===== config.mk =====
export PLATFORM = sky130hd
export DESIGN_NAME = bcc_device_flat
export DESIGN_NICKNAME = d
export VERILOG_FILES = /design/src/bcc_pkg.sv /design/src/bcc_if.sv /design/src/bcc_device.sv /design/src/flat_wrapper.sv
export SDC_FILE = /design/constraint.sdc
export NUM_CORES = 1
export LEC_CHECK = 0
export ABC_AREA = 1
export BUFFER_PORTS_ARGS = -buffer_cell sky130_fd_sc_hd__buf_2
export CORE_MARGIN = 3
export CORE_UTILIZATION = 34
export DETAILED_ROUTE_END_ITERATION = 10
export GPL_ROUTABILITY_DRIVEN = 1
export PLACE_DENSITY_LB_ADDON = 0.3
export RECOVER_POWER = 50
export SYNTH_ARGS = -nofsm -noshare
export SYNTH_HDL_FRONTEND = slang
export SYNTH_SLANG_ARGS = --single-unit

===== constraint.sdc =====
create_clock -name clock -period 1.2 [get_ports clock]
set_input_delay 0.24 -clock clock [delete_from_list [all_inputs] [get_ports clock]]
set_output_delay 0.24 -clock clock [all_outputs]
set_load 0.03 [all_outputs]

===== src/bcc_pkg.sv =====
// Shared constants and types for the bus command controller
package bcc_pkg;
    // Clock figures
    localparam int CLK_PERIOD_NS = 40;
    // Least grant-to-command delay in ns, rounded up to cycles
    localparam int GRANT_DELAY_NS = 100;
    localparam int GRANT_DELAY_CYC =
        (GRANT_DELAY_NS + CLK_PERIOD_NS - 1) / CLK_PERIOD_NS;
    localparam int GRANT_CNT_W = 4;

    // Status codes, bit 2 is status_line_2
    localparam logic [2:0] ST_IRQ_ACK  = 3'h0;
    localparam logic [2:0] ST_IO_RD    = 3'h1;
    localparam logic [2:0] ST_IO_WR    = 3'h2;
    localparam logic [2:0] ST_HALT     = 3'h3;
    localparam logic [2:0] ST_CODE     = 3'h4;
    localparam logic [2:0] ST_MEM_RD   = 3'h5;
    localparam logic [2:0] ST_MEM_WR   = 3'h6;
    localparam logic [2:0] ST_PASSIVE  = 3'h7;

    // Cycle sequencer states
    typedef enum logic [3:0] {
        BCC_IDLE  = 4'h1,
        BCC_ADDR  = 4'h2,
        BCC_CMD   = 4'h4,
        BCC_HALT  = 4'h8
    } bcc_state_e;
endpackage


===== src/bcc_if.sv =====
// Link between processor-side logic and the bus command controller
`timescale 1ns/1ps
interface bcc_if;
    logic       status_line_0;
    logic       status_line_1;
    logic       status_line_2;
    logic       bus_mode_strap;
    logic       bus_grant_enable_n;
    logic       command_qualifier;
    logic       mem_read_strobe_n;
    logic       mem_write_strobe_n;
    logic       early_mem_write_strobe_n;
    logic       io_read_strobe_n;
    logic       io_write_strobe_n;
    logic       early_io_write_strobe_n;
    logic       irq_ack_strobe_n;
    logic       addr_latch_strobe;
    logic       xcvr_enable;
    logic       xcvr_direction;
    logic       cascade_or_periph_enable;

    modport device (
        input  status_line_0, status_line_1, status_line_2,
        input  bus_mode_strap, bus_grant_enable_n, command_qualifier,
        output mem_read_strobe_n, mem_write_strobe_n,
        output early_mem_write_strobe_n, io_read_strobe_n,
        output io_write_strobe_n, early_io_write_strobe_n,
        output irq_ack_strobe_n, addr_latch_strobe, xcvr_enable,
        output xcvr_direction, cascade_or_periph_enable
    );
    modport host (
        output status_line_0, status_line_1, status_line_2,
        output bus_mode_strap, bus_grant_enable_n, command_qualifier,
        input  mem_read_strobe_n, mem_write_strobe_n,
        input  early_mem_write_strobe_n, io_read_strobe_n,
        input  io_write_strobe_n, early_io_write_strobe_n,
        input  irq_ack_strobe_n, addr_latch_strobe, xcvr_enable,
        input  xcvr_direction, cascade_or_periph_enable
    );
endinterface


===== src/bcc_device.sv =====
// Bus command controller: status decode, command and control outputs
// Behaviour
// - Decode status codes into commands
// - Wait grant delay after grant goes low
// - System mode: all commands await grant
// - I/O mode: I/O strobes ignore grant
// - Early writes use read timing
// - Interrupt acknowledge timed like I/O read
// - Drive transceiver enable and direction
// - Direction high on writes, low reads
// - I/O mode: shared pin is peripheral enable
// - System mode: cascade enable on acknowledges
// - Outside logic masks first cascade enable
// - Cascade enable precedes second acknowledge
// - Slave controller drives vector second cycle
// - Single controller: cascade enable unused
// - Address strobe pulses every machine cycle
// - Address strobe latches status for halt
// - Address strobe starts after status active
// - Disabled commands driven inactive, not floated
// - Qualifier low as the address strobe starts forces commands, transceiver and peripheral enables inactive
// - Qualifier settles before status goes active
`timescale 1ns/1ps
module bcc_device
    import bcc_pkg::*;
#(
    parameter int GRANT_CYCLES = GRANT_DELAY_CYC
) (
    // Clock and reset
    input  wire logic clock,
    input  wire logic reset,
    // Link to processor side
    bcc_if.device     bus
);
    bcc_state_e               state;
    bcc_state_e               next_state;
    logic [1:0][2:0]          status_sync;
    logic [2:0]               status_now;
    logic [2:0]               status_latch;
    logic [1:0]               mode_sync;
    logic [1:0]               grant_sync;
    logic [1:0]               qual_sync;
    logic [GRANT_CNT_W-1:0]   grant_count;
    logic                     granted;
    logic                     qual_taken;
    logic                     io_mode;
    logic                     run;
    logic                     en_mem;
    logic                     en_io;

    // Command class of a status code
    function automatic logic is_write(input logic [2:0] code);
        return (code == ST_IO_WR) || (code == ST_MEM_WR);
    endfunction
    function automatic logic is_io(input logic [2:0] code);
        return (code == ST_IRQ_ACK) || (code == ST_IO_RD) ||
               (code == ST_IO_WR);
    endfunction
    function automatic logic is_cmd(input logic [2:0] code);
        return (code != ST_HALT) && (code != ST_PASSIVE);
    endfunction

    // Pins come from outside the clock domain: two flops each
    always_ff @(posedge clock) begin
        if (reset) begin
            status_sync <= '1;
            mode_sync   <= 2'h0;
            grant_sync  <= 2'h3;
            qual_sync   <= 2'h0;
        end else begin
            status_sync[0] <= {bus.status_line_2, bus.status_line_1,
                               bus.status_line_0};
            status_sync[1] <= status_sync[0];
            mode_sync      <= {mode_sync[0], bus.bus_mode_strap};
            grant_sync     <= {grant_sync[0], bus.bus_grant_enable_n};
            qual_sync      <= {qual_sync[0], bus.command_qualifier};
        end
    end
    assign status_now = status_sync[1];
    assign io_mode    = mode_sync[1];

    // Grant delay counter; grant drop ends grant-gated commands at once
    always_ff @(posedge clock) begin
        if (reset || grant_sync[1]) begin
            grant_count <= '0;
        end else if (grant_count != GRANT_CNT_W'(GRANT_CYCLES)) begin
            grant_count <= grant_count + GRANT_CNT_W'(1);
        end
    end
    assign granted = !grant_sync[1] &&
                     (grant_count == GRANT_CNT_W'(GRANT_CYCLES));

    // Cycle sequencer: idle, address strobe, command, halt
    always_comb begin
        next_state = state;
        unique case (state)
            BCC_IDLE: begin
                if (status_now != ST_PASSIVE) begin
                    next_state = BCC_ADDR;
                end
            end
            BCC_ADDR: begin
                next_state = is_cmd(status_latch) ? BCC_CMD
                                                  : BCC_HALT;
            end
            BCC_CMD, BCC_HALT: begin
                if (status_now == ST_PASSIVE) begin
                    next_state = BCC_IDLE;
                end
            end
            default: next_state = BCC_IDLE;
        endcase
    end

    always_ff @(posedge clock) begin
        if (reset) begin
            state <= BCC_IDLE;
        end else begin
            state <= next_state;
        end
    end

    // Status and qualifier caught as the address strobe begins
    always_ff @(posedge clock) begin
        if (reset) begin
            status_latch <= ST_PASSIVE;
            qual_taken   <= 1'b0;
        end else if (state == BCC_IDLE && next_state == BCC_ADDR) begin
            status_latch <= status_now;
            qual_taken   <= qual_sync[1];
        end
    end

    // Command gating; a qualifier change mid-cycle is not seen
    assign run    = (next_state == BCC_CMD) && qual_taken;
    assign en_mem = run && granted;
    assign en_io  = run && (io_mode || granted);

    // Address strobe: one pulse as the address phase starts
    always_ff @(posedge clock) begin
        if (reset) begin
            bus.addr_latch_strobe <= 1'b0;
        end else begin
            bus.addr_latch_strobe <= (next_state == BCC_ADDR);
        end
    end

    // I/O side strobes; idle level is driven, never floated
    always_ff @(posedge clock) begin
        if (reset) begin
            bus.io_read_strobe_n        <= 1'b1;
            bus.io_write_strobe_n       <= 1'b1;
            bus.early_io_write_strobe_n <= 1'b1;
            bus.irq_ack_strobe_n        <= 1'b1;
        end else begin
            bus.io_read_strobe_n <=
                !(en_io && status_latch == ST_IO_RD);
            // Second acknowledge alone can gate a lone controller's vector
            bus.irq_ack_strobe_n <=
                !(en_io && status_latch == ST_IRQ_ACK);
            bus.early_io_write_strobe_n <=
                !(en_io && status_latch == ST_IO_WR);
            // Late write waits one cycle so data can settle
            bus.io_write_strobe_n <=
                !(en_io && status_latch == ST_IO_WR && state == BCC_CMD);
        end
    end

    // Memory side strobes; a grant drop releases them at once
    always_ff @(posedge clock) begin
        if (reset) begin
            bus.mem_read_strobe_n        <= 1'b1;
            bus.mem_write_strobe_n       <= 1'b1;
            bus.early_mem_write_strobe_n <= 1'b1;
        end else begin
            bus.mem_read_strobe_n <= !(en_mem &&
                (status_latch == ST_CODE || status_latch == ST_MEM_RD));
            bus.early_mem_write_strobe_n <=
                !(en_mem && status_latch == ST_MEM_WR);
            // Late write waits one cycle so data can settle
            bus.mem_write_strobe_n <= !(en_mem &&
                status_latch == ST_MEM_WR && state == BCC_CMD);
        end
    end

    // Transceiver controls; in I/O mode the shared pin serves I/O codes
    always_ff @(posedge clock) begin
        if (reset) begin
            bus.xcvr_enable    <= 1'b0;
            bus.xcvr_direction <= 1'b0;
        end else begin
            bus.xcvr_enable    <= run && granted &&
                !(io_mode && is_io(status_latch));
            bus.xcvr_direction <= (next_state == BCC_CMD) &&
                                  is_write(status_latch);
        end
    end

    // Shared pin: peripheral enable in I/O mode, else cascade enable
    always_ff @(posedge clock) begin
        if (reset) begin
            bus.cascade_or_periph_enable <= 1'b0;
        end else if (io_mode) begin
            bus.cascade_or_periph_enable <=
                run && is_io(status_latch);
        end else begin
            // Raised with address strobe so cascade gets latched
            bus.cascade_or_periph_enable <=
                (next_state == BCC_ADDR) &&
                (status_now == ST_IRQ_ACK);
        end
    end
endmodule


===== src/flat_wrapper.sv =====
// flat-port wrapper written by rule: the top's interface ports become plain ports
module bcc_device_flat import bcc_pkg::*;
#(
    parameter int GRANT_CYCLES = GRANT_DELAY_CYC
)
  (clock, reset, bus_status_line_0, bus_status_line_1, bus_status_line_2, bus_bus_mode_strap, bus_bus_grant_enable_n, bus_command_qualifier, bus_mem_read_strobe_n, bus_mem_write_strobe_n, bus_early_mem_write_strobe_n, bus_io_read_strobe_n, bus_io_write_strobe_n, bus_early_io_write_strobe_n, bus_irq_ack_strobe_n, bus_addr_latch_strobe, bus_xcvr_enable, bus_xcvr_direction, bus_cascade_or_periph_enable);
  bcc_if bus_i ();
  input  wire logic clock;
  input  wire logic reset;
  input wire logic [$bits(bus_i.status_line_0)-1:0] bus_status_line_0;
  input wire logic [$bits(bus_i.status_line_1)-1:0] bus_status_line_1;
  input wire logic [$bits(bus_i.status_line_2)-1:0] bus_status_line_2;
  input wire logic [$bits(bus_i.bus_mode_strap)-1:0] bus_bus_mode_strap;
  input wire logic [$bits(bus_i.bus_grant_enable_n)-1:0] bus_bus_grant_enable_n;
  input wire logic [$bits(bus_i.command_qualifier)-1:0] bus_command_qualifier;
  output wire logic [$bits(bus_i.mem_read_strobe_n)-1:0] bus_mem_read_strobe_n;
  output wire logic [$bits(bus_i.mem_write_strobe_n)-1:0] bus_mem_write_strobe_n;
  output wire logic [$bits(bus_i.early_mem_write_strobe_n)-1:0] bus_early_mem_write_strobe_n;
  output wire logic [$bits(bus_i.io_read_strobe_n)-1:0] bus_io_read_strobe_n;
  output wire logic [$bits(bus_i.io_write_strobe_n)-1:0] bus_io_write_strobe_n;
  output wire logic [$bits(bus_i.early_io_write_strobe_n)-1:0] bus_early_io_write_strobe_n;
  output wire logic [$bits(bus_i.irq_ack_strobe_n)-1:0] bus_irq_ack_strobe_n;
  output wire logic [$bits(bus_i.addr_latch_strobe)-1:0] bus_addr_latch_strobe;
  output wire logic [$bits(bus_i.xcvr_enable)-1:0] bus_xcvr_enable;
  output wire logic [$bits(bus_i.xcvr_direction)-1:0] bus_xcvr_direction;
  output wire logic [$bits(bus_i.cascade_or_periph_enable)-1:0] bus_cascade_or_periph_enable;
  assign bus_i.status_line_0 = bus_status_line_0;
  assign bus_i.status_line_1 = bus_status_line_1;
  assign bus_i.status_line_2 = bus_status_line_2;
  assign bus_i.bus_mode_strap = bus_bus_mode_strap;
  assign bus_i.bus_grant_enable_n = bus_bus_grant_enable_n;
  assign bus_i.command_qualifier = bus_command_qualifier;
  assign bus_mem_read_strobe_n = bus_i.mem_read_strobe_n;
  assign bus_mem_write_strobe_n = bus_i.mem_write_strobe_n;
  assign bus_early_mem_write_strobe_n = bus_i.early_mem_write_strobe_n;
  assign bus_io_read_strobe_n = bus_i.io_read_strobe_n;
  assign bus_io_write_strobe_n = bus_i.io_write_strobe_n;
  assign bus_early_io_write_strobe_n = bus_i.early_io_write_strobe_n;
  assign bus_irq_ack_strobe_n = bus_i.irq_ack_strobe_n;
  assign bus_addr_latch_strobe = bus_i.addr_latch_strobe;
  assign bus_xcvr_enable = bus_i.xcvr_enable;
  assign bus_xcvr_direction = bus_i.xcvr_direction;
  assign bus_cascade_or_periph_enable = bus_i.cascade_or_periph_enable;
  bcc_device #(.GRANT_CYCLES(GRANT_CYCLES)) u_core (.clock(clock), .reset(reset), .bus(bus_i));
endmodule

* Word-level counts from Yosys, hierarchy flattened
Index checks and enable logic that the tools add are counted.
Word-level totals: register bits 35, word-level logic and storage cells 79, input port bits 8, output and inout port bits 11
Cells by class: reductions and logical operators 36, add/sub/neg operators 1, multiplexer cells 5, equality and inequality tests 17
Operator list (number):
- $logic_and 1x1->1 | 18
- $eq 3x3->1 const B | 4
- $eq 4x2->1 const B | 3
- $mux 4 | 3
- $pmux 4 s3 | 1
- $logic_not 1->1 | 9
- $eq 4x3->1 const B | 2
- $logic_not 3->1 | 2
- $logic_or 1x1->1 | 6
- $ne 3x3->1 const B | 2
- $add 4x1->4 const B | 1
- $eq 4x1->1 const B | 1
- $eq 4x4->1 const B | 1
- $ne 4x2->1 const B | 1
- $eq 3x1->1 const B | 1
- $eq 3x2->1 const B | 1
- $ne 3x2->1 const B | 1
- $reduce_or 2->1 | 1
- $mux 1 | 1

* Depth between registers and ports, before layout
depth in word-level cells 10, depth in mapped cells 7, depth with buffers taken out 7

* Worst setup path after synthesis
OpenSTA, ideal clock, no wires.
kind flip-flop to flip-flop, from register u_core.grant_count[0], to register u_core.bus.io_read_strobe_n, library setup time 0.124 ns, cell stages (with the launch flop) 7, clock period less this slack 1.205 ns, data arrival time 1.082 ns, path slack -0.005 ns, data required time 1.076 ns, path buffers 0, path through dfxtp_1 ha_1 nand2_1 nor2_1 inv_1 a21oi_1 nand3_1
Between the ends: cells in the longest elaborated chain, start to end 6
RTL lines:
- from (decl) | RTL line bcc_device.sv:43 | logic [GRANT_CNT_W-1:0] grant_count;
- from (signal assigned) | RTL line bcc_device.sv:87 | grant_count <= grant_count + GRANT_CNT_W'(1);
- $eq 4x2->1 | RTL line bcc_device.sv:91 | (grant_count == GRANT_CNT_W'(GRANT_CYCLES));
- $logic_and 1x1->1 | RTL line bcc_device.sv:90 | assign granted = !grant_sync[1] &&
- $logic_or 1x1->1 | RTL line bcc_device.sv:137 | assign en_io = run && (io_mode || granted);
- $logic_and 1x1->1 | RTL line bcc_device.sv:137
- $logic_and 1x1->1 | RTL line bcc_device.sv:157 | !(en_io && status_latch == ST_IO_RD);
- $logic_not 1->1 | RTL line bcc_device.sv:157
- to (signal assigned) | RTL line bcc_device.sv:156 | bus.io_read_strobe_n <=
- to (decl) | RTL line bcc_if.sv:26 | output early_mem_write_strobe_n, io_read_strobe_n,
Every way passes these cells. A chain may end at the register's enable or synchronous reset.

* Worst setup path after layout
from register u_core.state[1], to register u_core.bus.mem_read_strobe_n
Between the ends: cells in the longest elaborated chain, start to end 8, elaborated cells between the ends (all ways) 13, those cells by class eq/ne: 5; mux: 3; reduce/logical: 5
RTL lines:
- from (decl) | RTL line bcc_device.sv:35 | bcc_state_e state;
- from (signal assigned) | RTL line bcc_device.sv:119 | state <= next_state;
- $eq 4x4->1 / $eq 4x3->1 (equally long branches) | RTL line bcc_device.sv:96 | unique case (state)
- $reduce_or 2->1 | RTL line bcc_device.sv:96
- $pmux 4 s3 * | RTL line bcc_device.sv:96
- $eq 4x3->1 * | RTL line bcc_device.sv:135 | assign run = (next_state == BCC_CMD) && qual_taken;
- $logic_and 1x1->1 * | RTL line bcc_device.sv:135
- $logic_and 1x1->1 * | RTL line bcc_device.sv:136 | assign en_mem = run && granted;
- $logic_and 1x1->1 * | RTL line bcc_device.sv:176 | bus.mem_read_strobe_n <= !(en_mem &&
- $logic_not 1->1 * | RTL line bcc_device.sv:176
- to (signal assigned) | RTL line bcc_device.sv:176
- to (decl) | RTL line bcc_if.sv:25 | output mem_read_strobe_n, mem_write_strobe_n,
Mark *: on every way between the ends. The rest lies on a longest branch, timed or not.

==> flow_summary.toml <==
[timing]
setup_slack_ns = 0.0553
hold_viol = 0
slew_violations = 0
min_period_ns = 1.14
worstMarginPinSlew_ns = 0.410
fmax_mhz = 874
maxSlewHeadroom = 0.724
fin_crit_sh = 0.954
finalClockSkew_ns = 0.00471
setup_violations = 0

[global_route]
grt_max_degree = 12
grt_antenna_before_repair = 0
grt_pass1_vias = 997
grtUsageTotal = 0.124
grt-ovfl-total = 0
grt_pass1_wl_um = 4000

[critical_path]
cp_top_family = "flip-flops"
crit_end = "u_core.bus.mem_read_strobe_n"
worst_ep_required_time_ns = 1.37
cp-start-kind = "flip-flop"
crit_path_max_fanout = 7
worst_r2r_path_depth = 5
r2r_end = "u_core.bus.mem_read_strobe_n"
startpoint = "u_core.state[1]"
end_kind = "flip-flop"
reg2reg_from = "u_core.state[1]"
cpPeakStageDelay_ns = 0.39
crit_arrival_ns = 1.31
r2r_slack_ns = 0.06
cpMaxStageDelayCell = "dfxtp_4"
cp_cell_sequence = "inv_2, nor2_1, nand3_2, a21oi_4, nand4_1"
cp_num_cells = 5
critPathBufInv = 1
crit_type = "flip-flop to flip-flop"

[routing]
routedWlPerCell_um = 10.6
drt-met1-wl_um = 1000
ant_nets = 0
met3_length_um = 155
num_vias = 1020
maxUsedRoutingLayer = "met4"
firstDrtPassIters = 4
drt_iter0_markers = 41
vias_per_cell = 4.55
drc = 0
route.met2.wl_um = 1170
routed_wirelength_um = 2380

[cells_and_area]
diodes = 0
fin_area_sq_um = 1620
utilization = 0.466
layout.nets = 186
layout-drive-gt1-share = 0.354
syn_to_final_growth_pct = 26.7
mostFrequentLayoutCell = "dfxtp_1"
fillers = 357
layout_common_cells = "dfxtp_1, nor2_1, nand2_1"

[cts]
hold_buffers = 0
cts_made_buffers = 5
cts_tree = "built"
cts.sinks = 35
clockRootBuffer = "clkbuf_8"
cts.path.max_buffers = 2
clkLatencyLatePin_ns = 0.29
cts_htree_levels = 2
cts_setup_buffers = 0
clk_pin_slew_worst_paths_ns = 0.07

[synthesis]
synth.avg_cell_area_sq_um = 8.62
yosys_warnings = 0
synth-seq-cells = 35
syn-num-nets = 157
yosysSeqAreaShare = 0.549
ys_types = 23
synthCells = 148
netlist_area_sq_um = 1280

[pwr]
peakVddDrop_v = 0.000658
p_per_area_nw_per_um2 = 1640
intPower_uw = 2000
power_frac_clock = 0.406
total_power_uw = 2660
p_switching_uw = 652
seqPwrFrac = 0.486
switching_share = 0.246
pwr-share-comb = 0.108
p_leak_uw = 0.000702

[run_status]
outcome = "finished, final reports clean"

[floorplanning]
ioPinCount = 19
fp.dieArea_sq_um = 4520
die-height_um = 67.3
start_util = 0.368
placementRows = 21
die_x_um = 67.3
coreArea_sq_um = 3470

[placed_design]
placed_cell_area_sq_um = 1460
pre_cts_slack_ns = -0.0259
place_congestion = 0.807
dpl.hpwl_um = 1800
numPortBuffers = 18

[run]
maxCapViolations = 0

[hold_path]
hp-class = "primary input to flip-flop"
## area by class of cell
type	instances	area, sq um	area share
sequential	35	711	0.440
multi-input combinational	92	529	0.327
timing repair buffer	24	128	0.0789
clock buffer	6	82.6	0.0511
inverter	19	73.8	0.0457
tap	46	57.6	0.0356
clock inverter	2	35.0	0.0217
## Yosys cell counts
| cell type | number | share of area |
|---|---|---|
| a21oi_1 | 4 | 0.016 |
| a21oi_4 | 1 | 0.013 |
| buf_6 | 1 | 0.0088 |
| clkbuf_1 | 1 | 0.0029 |
| clkinv_1 | 1 | 0.0029 |
| dfxtp_1 | 35 | 0.55 |
| ha_1 | 1 | 0.0098 |
| inv_1 | 17 | 0.050 |
| inv_4 | 1 | 0.0049 |
| nand2_1 | 17 | 0.050 |
| nand2_2 | 2 | 0.0098 |
| nand3_1 | 12 | 0.047 |
| nand3_4 | 1 | 0.014 |
| nand4_1 | 6 | 0.029 |
| nor2_1 | 27 | 0.079 |
| nor2_4 | 3 | 0.026 |
| nor3_1 | 3 | 0.012 |
| nor4_1 | 1 | 0.0049 |
| o211ai_1 | 1 | 0.0059 |
| o21ai_0 | 3 | 0.012 |
| or2_2 | 8 | 0.039 |
| xnor2_1 | 1 | 0.0069 |
| xor2_1 | 1 | 0.0069 |
## per-stage QoR
stage | cells | setup TNS [ns] | hold slack [ns]
global placement | 216 | 0 | 0.395
finish | 224 | 0 | 0.130
global route | 224 | -0.00298 | 0.117
CTS | 224 | 0 | 0.123
floorplan | 148 | 0 | 0.344
detailed placement | 216 | -0.101 | 0.397
## metal layers
layer / GRT usage / vias up
li1: - / 528
met1: 0.122 / 461
met2: 0.211 / 26
met3: 0.0599 / 5
met4: 0.0734 / 0
met5: 0 / -
## how the worst min path moves through the flow
stage                                 startpoint               endpoint  slack (ns)  cells after the start
final                          bus_status_line_2  u_core.status_sync[2]        0.13                      2
after CTS                      bus_status_line_2  u_core.status_sync[2]        0.12                      2
after global routing      bus_bus_grant_enable_n   u_core.grant_sync[0]        0.12                      2
after floorplan           bus_bus_grant_enable_n   u_core.grant_sync[0]        0.34                      1
after detailed placement   u_core.status_sync[2]   u_core.status_now[2]        0.40                      1
after global placement     u_core.status_sync[0]   u_core.status_now[0]        0.39                      1
## power by group through the flow
| stage | clock, uW | sequential, uW | combinational (uW) |
|---|---|---|---|
| floorplan | 0 | 1300 | 203 |
| global placement | 0 | 1300 | 271 |
| detailed placement | 0 | 1300 | 278 |
| CTS | 1100 | 1280 | 282 |
| global route | 1150 | 1300 | 328 |
| finish | 1080 | 1290 | 287 |
## cell families (layout without fill, tap and decap cells)
kind of cell,count (synthesis),in the layout,share of synthesized area
adders and majority gates,1,1,0.00980
and+or+nand+nor,80,80,0.312
DFF,35,35,0.549
xor gates and xnor gates,2,2,0.0137
buffers and inverters,21,51,0.0696
AOI/OAI and AO/OA,9,9,0.0461
## registers in the layout, summed over array words and instances, names as in the netlist
signal                               cells
u_core.bus.io_write_strobe_n             1
u_core.bus.addr_latch_strobe             1
u_core.state                             4
u_core.bus.early_io_write_strobe_n       1
u_core.bus.io_read_strobe_n              1
u_core.grant_sync                        2
u_core.bus.xcvr_direction                1
u_core.grant_count                       4
u_core.qual_taken                        1
u_core.bus.cascade_or_periph_enable      1
u_core.status_sync                       3
u_core.status_now                        3
u_core.qual_sync                         2
u_core.status_latch                      3
u_core.mode_sync                         2
u_core.bus.mem_write_strobe_n            1
u_core.bus.early_mem_write_strobe_n      1
u_core.bus.mem_read_strobe_n             1
u_core.bus.xcvr_enable                   1
u_core.bus.irq_ack_strobe_n              1
## what timing repair did
action                                  in CTS  in global routing
endpoints found under the setup margin       7                 16
resized for setup                            2                 18
pin swaps                                    1                  6
(Power assumes the default switching activity.)
